===== src/rtl/ipbus_pkg.sv =====
package ipbus_pkg;

    // ------------------------------------------------------------
    // Widths and constants
    // ------------------------------------------------------------
    localparam int ADDR_W = 16;
    localparam int DATA_W = 16;
    localparam int BYTE_W = 8;
    localparam int WCNT_W = 16;
    localparam logic [DATA_W-1:0] DATA_IDLE = 16'h0000;
    localparam logic [ADDR_W-1:0] ADDR_IDLE = 16'h0000;
    localparam logic [WCNT_W-1:0] WCNT_ZERO = 16'h0000;
    localparam logic [WCNT_W-1:0] WCNT_ONE  = 16'h0001;
    localparam logic [BYTE_W-1:0] BYTE_ZERO = 8'h00;
    localparam logic [3:0]        SYNC_LEN  = 4'h1;

    // ------------------------------------------------------------
    // Request and answer groups
    // ------------------------------------------------------------
    typedef struct packed {
        logic              write;
        logic              low_byte;
        logic              high_byte;
        logic [ADDR_W-1:0] addr;
        logic [BYTE_W-1:0] data;
    } pio_req_t;

    typedef struct packed {
        logic              done;
        logic [DATA_W-1:0] rdata;
    } pio_rsp_t;

    typedef struct packed {
        logic [WCNT_W-1:0] count;
        logic              source;
        logic [DATA_W-1:0] wdata;
    } dma_req_t;

    // ------------------------------------------------------------
    // Two-way handshake pin
    // ------------------------------------------------------------
    typedef struct packed {
        logic o;
        logic oe;
    } pin_drv_t;

endpackage : ipbus_pkg


===== src/rtl/ipbus_sync.sv =====
`timescale 1ns/100ps
module ipbus_sync
    import ipbus_pkg::*;
(
    input  wire logic CLK,
    input  wire logic RST_N,
    input  wire logic din,
    output logic      dout
);
    logic meta_q;
    logic meta_d;
    logic out_q;
    logic out_d;

    always_comb begin
        meta_d = din;
        out_d  = meta_q;
    end

    // Reset to one: every handshake line rests high when undriven.
    always_ff @(posedge CLK) begin
        if (!RST_N) begin
            meta_q <= 1'b1;
            out_q  <= 1'b1;
        end else begin
            meta_q <= meta_d;
            out_q  <= out_d;
        end
    end

    assign dout = out_q;
endmodule : ipbus_sync


===== src/rtl/ipbus_host.sv =====
`timescale 1ns/100ps
// Function
// - Sixteen-bit true-level byte address bus
// - Registers reached by address decode only
// - Data lines active low, value driven under enable
// - Handshakes active low and wired OR, except ready, which is active high
// - Write strobe low only with valid data
// - DMA write held until acknowledge low
// - Source holds data in final cycle; a DMA word from the host drops its data with the write strobe
// - Ready low inserts wait states
// - Destination pulls acknowledge on capture
// - No new word while acknowledge low
// - Hold request held low during DMA
module ipbus_host
    import ipbus_pkg::*;
(
    input  wire logic              CLK,
    input  wire logic              RST_N,
    input  wire pio_req_t          PIO_REQ,
    input  wire logic              PIO_VALID,
    output pio_rsp_t               PIO_RSP,
    output logic                   PIO_BUSY,
    input  wire dma_req_t          DMA_REQ,
    input  wire logic              DMA_START,
    output logic                   DMA_DONE,
    output logic                   DMA_ACTIVE,
    output logic [ADDR_W-1:0]      BUS_BYTE_ADDRESS_O,
    output logic                   BUS_BYTE_ADDRESS_OE,
    input  wire logic [DATA_W-1:0] BUS_DATA_N_I,
    output logic [DATA_W-1:0]      BUS_DATA_N_O,
    output logic                   BUS_DATA_N_OE,
    input  wire logic              BUS_WRITE_STROBE_N_I,
    output pin_drv_t               BUS_WRITE_STROBE_N,
    output pin_drv_t               BUS_READ_STROBE_N,
    input  wire logic              BUS_READY_I,
    input  wire logic              BUS_DMA_ACK_N_I,
    output pin_drv_t               BUS_CYCLE_SYNC_N,
    output pin_drv_t               BUS_HOLD_REQUEST_N,
    input  wire logic              BUS_HOLD_GRANT_N_I,
    output pin_drv_t               BUS_HOLD_GRANT_N,
    output pin_drv_t               BUS_DMA_GO_N
);
    // ------------------------------------------------------------
    // Input synchronisers
    // ------------------------------------------------------------
    logic ready_s;
    logic ack_n_s;
    logic grant_n_s;
    logic wr_n_s;

    ipbus_sync u_sync_ready (.CLK(CLK), .RST_N(RST_N), .din(BUS_READY_I),          .dout(ready_s));
    ipbus_sync u_sync_ack   (.CLK(CLK), .RST_N(RST_N), .din(BUS_DMA_ACK_N_I),      .dout(ack_n_s));
    ipbus_sync u_sync_grant (.CLK(CLK), .RST_N(RST_N), .din(BUS_HOLD_GRANT_N_I),   .dout(grant_n_s));
    ipbus_sync u_sync_wr    (.CLK(CLK), .RST_N(RST_N), .din(BUS_WRITE_STROBE_N_I), .dout(wr_n_s));

    // ------------------------------------------------------------
    // Sequencer
    // ------------------------------------------------------------
    typedef enum logic [3:0] {
        S_IDLE, S_SYNC, S_SETUP, S_STROBE, S_WAIT, S_LAST,
        S_HREQ, S_GO, S_DWR, S_DACK, S_DREL, S_DEND
    } state_t;

    state_t            state_q, state_d;
    logic [ADDR_W-1:0] addr_q, addr_d;
    logic              addr_oe_q, addr_oe_d;
    logic [DATA_W-1:0] dout_q, dout_d;
    logic              dout_oe_q, dout_oe_d;
    logic              wr_q, wr_d;
    logic              rd_q, rd_d;
    logic              sync_q, sync_d;
    logic              hreq_q, hreq_d;
    logic              go_q, go_d;
    logic              is_wr_q, is_wr_d;
    logic [BYTE_W-1:0] low_buf_q, low_buf_d;
    logic [WCNT_W-1:0] wcnt_q, wcnt_d;
    logic              dsrc_q, dsrc_d;
    pio_rsp_t          rsp_q, rsp_d;
    logic              busy_q, busy_d;
    logic              done_q, done_d;

    // Active-high logic one becomes a low level on the lines.
    function automatic logic [DATA_W-1:0] to_bus(input logic [DATA_W-1:0] v);
        to_bus = ~v;
    endfunction : to_bus

    always_comb begin
        state_d   = state_q;
        addr_d    = addr_q;
        addr_oe_d = addr_oe_q;
        dout_d    = dout_q;
        dout_oe_d = dout_oe_q;
        wr_d      = wr_q;
        rd_d      = rd_q;
        sync_d    = 1'b0;
        hreq_d    = hreq_q;
        go_d      = go_q;
        is_wr_d   = is_wr_q;
        low_buf_d = low_buf_q;
        wcnt_d    = wcnt_q;
        dsrc_d    = dsrc_q;
        rsp_d     = rsp_q;
        rsp_d.done = 1'b0;
        busy_d    = busy_q;
        done_d    = 1'b0;
        case (state_q)
            S_IDLE: begin
                if (DMA_START) begin
                    hreq_d = 1'b1;
                    wcnt_d = DMA_REQ.count;
                    dsrc_d = DMA_REQ.source;
                    busy_d = 1'b1;
                    state_d = S_HREQ;
                end else if (PIO_VALID) begin
                    // Only the even low byte of a write is parked; the bus cycle waits for the high byte.
                    if (PIO_REQ.write && PIO_REQ.low_byte && !PIO_REQ.high_byte) begin
                        low_buf_d = PIO_REQ.data;
                        rsp_d.done = 1'b1;
                    end else begin
                        addr_d    = PIO_REQ.addr;
                        addr_oe_d = 1'b1;
                        is_wr_d   = PIO_REQ.write;
                        sync_d    = 1'b1;
                        busy_d    = 1'b1;
                        state_d   = S_SYNC;
                        if (PIO_REQ.write) begin
                            dout_d    = to_bus({PIO_REQ.data, low_buf_q});
                            dout_oe_d = 1'b1;
                        end
                    end
                end
            end
            S_SYNC: begin
                // The ready synchroniser lags two edges; one quiet cycle lets it show this target first.
                state_d = S_SETUP;
            end
            S_SETUP: begin
                if (is_wr_q) begin
                    wr_d = 1'b1;
                end else begin
                    rd_d = 1'b1;
                end
                state_d = S_STROBE;
            end
            S_STROBE: begin
                // Ready seen low during the strobe cycle stretches it.
                if (!ready_s) begin
                    state_d = S_WAIT;
                end else begin
                    rsp_d.rdata = ~BUS_DATA_N_I;
                    wr_d        = 1'b0;
                    rd_d        = 1'b0;
                    state_d     = S_LAST;
                end
            end
            S_WAIT: begin
                if (ready_s) begin
                    rsp_d.rdata = ~BUS_DATA_N_I;
                    wr_d        = 1'b0;
                    rd_d        = 1'b0;
                    state_d     = S_LAST;
                end
            end
            S_LAST: begin
                rsp_d.done  = 1'b1;
                addr_oe_d = 1'b0;
                dout_oe_d = 1'b0;
                busy_d    = 1'b0;
                state_d   = S_IDLE;
            end
            S_HREQ: begin
                if (!grant_n_s) begin
                    if (wcnt_q == WCNT_ZERO) begin
                        state_d = S_DEND;
                    end else begin
                        go_d    = 1'b1;
                        state_d = S_GO;
                    end
                end
            end
            S_GO: begin
                if (ack_n_s || !dsrc_q) begin
                    if (dsrc_q) begin
                        dout_d    = to_bus(DMA_REQ.wdata);
                        dout_oe_d = 1'b1;
                        wr_d      = 1'b1;
                    end
                    state_d = S_DWR;
                end
            end
            S_DWR: begin
                if (!ack_n_s) begin
                    wr_d   = 1'b0;
                    dout_oe_d = 1'b0;
                    wcnt_d = wcnt_q - WCNT_ONE;
                    state_d = S_DACK;
                end
            end
            S_DACK: begin
                if (wcnt_q == WCNT_ZERO) begin
                    go_d    = 1'b0;
                    state_d = S_DEND;
                end else begin
                    state_d = S_DREL;
                end
            end
            S_DREL: begin
                if (ack_n_s) begin
                    state_d = S_GO;
                end
            end
            S_DEND: begin
                hreq_d = 1'b0;
                if (grant_n_s) begin
                    busy_d  = 1'b0;
                    done_d  = 1'b1;
                    state_d = S_IDLE;
                end
            end
            default: begin
                state_d = S_IDLE;
            end
        endcase
    end

    always_ff @(posedge CLK) begin
        if (!RST_N) begin
            state_q   <= S_IDLE;
            addr_q    <= ADDR_IDLE;
            addr_oe_q <= 1'b0;
            dout_q    <= DATA_IDLE;
            dout_oe_q <= 1'b0;
            wr_q      <= 1'b0;
            rd_q      <= 1'b0;
            sync_q    <= 1'b0;
            hreq_q    <= 1'b0;
            go_q      <= 1'b0;
            is_wr_q   <= 1'b0;
            low_buf_q <= BYTE_ZERO;
            wcnt_q    <= WCNT_ZERO;
            dsrc_q    <= 1'b0;
            rsp_q     <= '0;
            busy_q    <= 1'b0;
            done_q    <= 1'b0;
        end else begin
            state_q   <= state_d;
            addr_q    <= addr_d;
            addr_oe_q <= addr_oe_d;
            dout_q    <= dout_d;
            dout_oe_q <= dout_oe_d;
            wr_q      <= wr_d;
            rd_q      <= rd_d;
            sync_q    <= sync_d;
            hreq_q    <= hreq_d;
            go_q      <= go_d;
            is_wr_q   <= is_wr_d;
            low_buf_q <= low_buf_d;
            wcnt_q    <= wcnt_d;
            dsrc_q    <= dsrc_d;
            rsp_q     <= rsp_d;
            busy_q    <= busy_d;
            done_q    <= done_d;
        end
    end

    // ------------------------------------------------------------
    // Pin drive
    // ------------------------------------------------------------
    // Handshake lines are open drain: the output is always low and only the enable moves; address and data drive their value.
    assign BUS_BYTE_ADDRESS_O    = addr_q;
    assign BUS_BYTE_ADDRESS_OE   = addr_oe_q;
    assign BUS_DATA_N_O          = dout_q;
    assign BUS_DATA_N_OE         = dout_oe_q;
    assign BUS_WRITE_STROBE_N    = '{o: 1'b0, oe: wr_q};
    assign BUS_READ_STROBE_N     = '{o: 1'b0, oe: rd_q};
    assign BUS_CYCLE_SYNC_N      = '{o: 1'b0, oe: sync_q};
    assign BUS_HOLD_REQUEST_N    = '{o: 1'b0, oe: hreq_q};
    // The host never drives hold grant: the enable is tied low and the grant comes from outside.
    assign BUS_HOLD_GRANT_N      = '{o: 1'b0, oe: 1'b0};
    assign BUS_DMA_GO_N          = '{o: 1'b0, oe: go_q};
    assign PIO_RSP               = rsp_q;
    assign PIO_BUSY              = busy_q;
    assign DMA_DONE              = done_q;
    assign DMA_ACTIVE            = go_q;
endmodule : ipbus_host


===== config.mk =====
export PLATFORM = sky130hd
export DESIGN_NAME = ipbus_host
export DESIGN_NICKNAME = d
export VERILOG_FILES = /design/src/rtl/ipbus_pkg.sv /design/src/rtl/ipbus_sync.sv /design/src/rtl/ipbus_host.sv
export SDC_FILE = /design/constraint.sdc
export NUM_CORES = 1
export LEC_CHECK = 0
export BUFFER_PORTS_ARGS = -buffer_cell sky130_fd_sc_hd__buf_2
export CAP_MARGIN = 15
export CORE_UTILIZATION = 45
export DETAILED_ROUTE_END_ITERATION = 7
export PLACE_DENSITY = 0.73
export SLEW_MARGIN = 20
export SYNTH_ARGS = -nofsm -noshare
export SYNTH_HDL_FRONTEND = slang
export SYNTH_HIERARCHICAL = 1
export SYNTH_SLANG_ARGS = --single-unit

===== constraint.sdc =====
create_clock -name CLK -period 1.76 [get_ports CLK]
set_input_delay 0.176 -clock CLK [delete_from_list [all_inputs] [get_ports CLK]]
set_output_delay 0.176 -clock CLK [all_outputs]
set_load 0.01 [all_outputs]

==> summary.md <==
| Metric | Value |
|---|---|
| Max-cap violations | 0 |
| Crit Path Max Fanout | 4 |
| Yosys warns | 6 |
| CTS Sinks | 94 |
| Hold path endpoint | BUS_BYTE_ADDRESS_O[12] |
| Largest net degree at the start of global routing | 34 |
| Drt initial violations | 159 |
| Vias in the first global route | 4,213 |
| Achievable Freq | 530.5 MHz |
| Hold path depth | 3 |
| Setup violators final | 12 |
| Worst Path Arrival | 2.15 ns |
| Hpwl dp | 8406 um |
| Clock Latency Late Sink | 0.36 ns |
| Mean Syn Cell Area | 8.783 um2 |
| Final Wtd Congestion | 0.8276 |
| Most common cell after layout, fill and taps aside | buf_2 |
| Hold_sp | PIO_REQ[20] |
| Mapped Area | 4400 um2 |
| Die Y | 100.9 um |
| #FFs+latches synth | 94 |
| Synth Flop Type | dfxtp_1 |
| Fin crit period | 1.885 ns |
| Top Ports | 150 |
| Initial core utilization | 0.4696 |
| Reg2Reg Depth | 5 |
| Clock buffer depth | 2 |
| Wire length per cell | 14.86 um |
| Worst VDD drop | 720.0 uV |
| Clk pin slew, worst setup/hold paths | 0.10 ns |
| CTS tree | yes |
| Die W | 100.9 um |
| Antenna violations before repair | 1 |
| Cell leakage power | 3.061 nW |
| Post-route setup slack | -0.1249 ns |
| Proportion of layout cells with a drive suffix above 1 | 0.3791 |
| FF-to-FF setup slack | -0.12 ns |
| Final wirelength | 12,320 um |
| DP Area | 5560 um2 |
| Port Buffers | 141 |
| Unrepaired setup endpoints after global routing | yes |
| CTS root buf | clkbuf_8 |
| Mapped Cells | 501 |
| Ys async rst share | 0 |
| Worst slew margin | 0.4398 |
| Final Max Slew Viols | 0 |
| Worst setup EP type | flip-flop |
| Pwr/cell area | 1353 nW/um2 |
| # rows | 35 |
| Slew @ Worst Pin | 0.8328 ns |
| Hold Crit Class | primary input to flip-flop |
| Vias | 4,352 |
| Final instance area | 6262 um2 |
| Post-synth cell types | 61 |
| Startpoint types | flip-flop |
| DRT antenna net count | 0 |
| Global-route wire length before repair | 19,530 um |
| Fillers | 783 |
| Failing checks | setup timing |
| Worst EP required | 2.02 ns |
| Tcrit/Tclk final | 1.071 |
| Post-route DRC | 0 |
| FF/Latch Area | 1896 um2 |
| Final Hold Vio Count | 0 |
| CP Class | flip-flop to flip-flop |
| Multi-input gate area | 2432 um2 |
| Area growth syn-to-layout | 42.31% |
| H-Tree Depth | 3 |
| Cts bufs inserted | 9 |
| 1st-pass router iterations | 5 |
| # nets final | 780 |
| Final Util | 0.6682 |
| Seq/Total Area, Yosys | 0.4276 |
| Core Area | 9371 um2 |
| R2R Path Start | wcnt_q[7] |
| Final clock skew | 0.01254 ns |
| GRT Residual Overflow | 0 |
| Die area | 10,180 um2 |
| Total track usage | 0.2426 |
| Most frequent cells in the layout | buf_2 (141), nor2_1 (89), dfxtp_1 (87), mux2i_1 (57), buf_4 (50) |
| Terminus of the critical flop-to-flop path | DMA_ACTIVE |
| Status | finished, violations left |
| Number of flops mapped to enable cells by yosys | 0 |
| Vias per cell | 5.250 |
[area by class of cell]
class / instances / share of cell area
Sequential cell: 94 / 0.3027
Clock buffer: 10 / 0.02198
Inverter: 8 / 0.004795
Multi-Input combinational cell: 357 / 0.3884
Antenna cell: 1 / 0.0003996
Timing Repair Buffer: 224 / 0.2414
Tap cell: 129 / 0.02577
Clock inverter: 6 / 0.01459
[how the worst max path moves through the flow]
stage / from / end / slack, ns / cells after the start
final: wcnt_q[7] / DMA_ACTIVE / -0.12 / 5
after global routing: state_q[0] / low_buf_q[2] / -0.22 / 8
after CTS: wcnt_q[7] / DMA_ACTIVE / -0.10 / 5
after detailed placement: wcnt_q[0] / DMA_ACTIVE / -0.23 / 7
after global placement: wcnt_q[1] / DMA_ACTIVE / -0.17 / 7
after floorplan: wcnt_q[7] / DMA_ACTIVE / -0.18 / 6
[cell usage after synthesis (4+ instances only)]
library cell  number  area [um2]
o21a_1             6       45.04
nand2b_1          10       62.56
a31oi_1            5       31.28
buf_4             13       97.59
a22o_1             5       43.79
nor4bb_1           4       40.04
a22oi_1            4       30.03
nand2_1           26       97.59
dfxtp_1           94        1882
a211oi_1          22       165.2
buf_2             10       50.05
nor2b_1            7       43.79
nor3_1            10       50.05
clkbuf_1          21       78.83
inv_1              6       22.52
mux2i_1           57       570.6
nor2_1            90       337.8
o31ai_1            4       30.03
a21oi_1           21       105.1
o21ai_0           23       115.1
[where the power goes]
group | total (W) | internal, W | switching [W]
sequential | 0.00283 | 0.00257 | 0.000267
clock | 0.00163 | 0.000850 | 0.000781
combinational | 0.00401 | 0.00196 | 0.00206
total | 0.00848 | 0.00537 | 0.00310
[routing by layer]
metal,vias to the layer above,wire length [um],track usage
li1,2140,-,-
met1,2007,5289,0.3039
met2,175,5898,0.3946
met3,30,776,0.05409
met4,0,354,0.1182
met5,-,0,0
[logic make-up (layout without fill, tap and decap cells)]
logic type	Yosys count	after routing	share of synthesized area
and+or+nand+nor	180	180	0.2047
AOI/OAI and AO/OA	110	110	0.1675
DFF	94	94	0.4276
muxes	57	57	0.1297
buffers and inverters	56	248	0.06198
adders and majority gates	2	2	0.005686
other	1	8	0.0008522
xor gates and xnor gates	1	1	0.001991
[critical path: stages, from the launching register on]
cell and delay [ns]:
dfxtp_2 0.33, or4_4 0.55, or4_4 0.60, nor3_4 0.14
nand2b_1 0.12, a21oi_1 0.06
[stage by stage]
stage	hold slack (ns)	std cells	TNS [ns]	total power, W	worst slack [ns]
floorplan	0.2490	507	-1.539	0.004977	-0.1805
global placement	0.3568	786	-1.171	0.006188	-0.1677
detailed placement	0.3596	786	-2.853	0.006281	-0.2327
CTS	0.03387	826	-0.5744	0.008182	-0.1044
global route	0.04714	829	-2.646	0.008968	-0.2173
finish	0.04466	829	-0.7371	0.008475	-0.1249
[registers in the layout, indices dropped and copies added, names as in the netlist, 4 cells and up]
name and flops:
PIO_RSP 17, BUS_BYTE_ADDRESS_O 16, BUS_DATA_N_O 16, wcnt_q 16, low_buf_q 8, state_q 4
[repair_timing]
item                                    in CTS  in global routing
setup buffers                                4                  0
cloned                                       1                  2
pin swaps                                    3                  6
hold endpoints to repair                    19                  0
endpoints found under the setup margin      55                 45
gates resized for setup                     25                 25
hold buffers                                19                  0
Power figures use the tool's default switching activity.
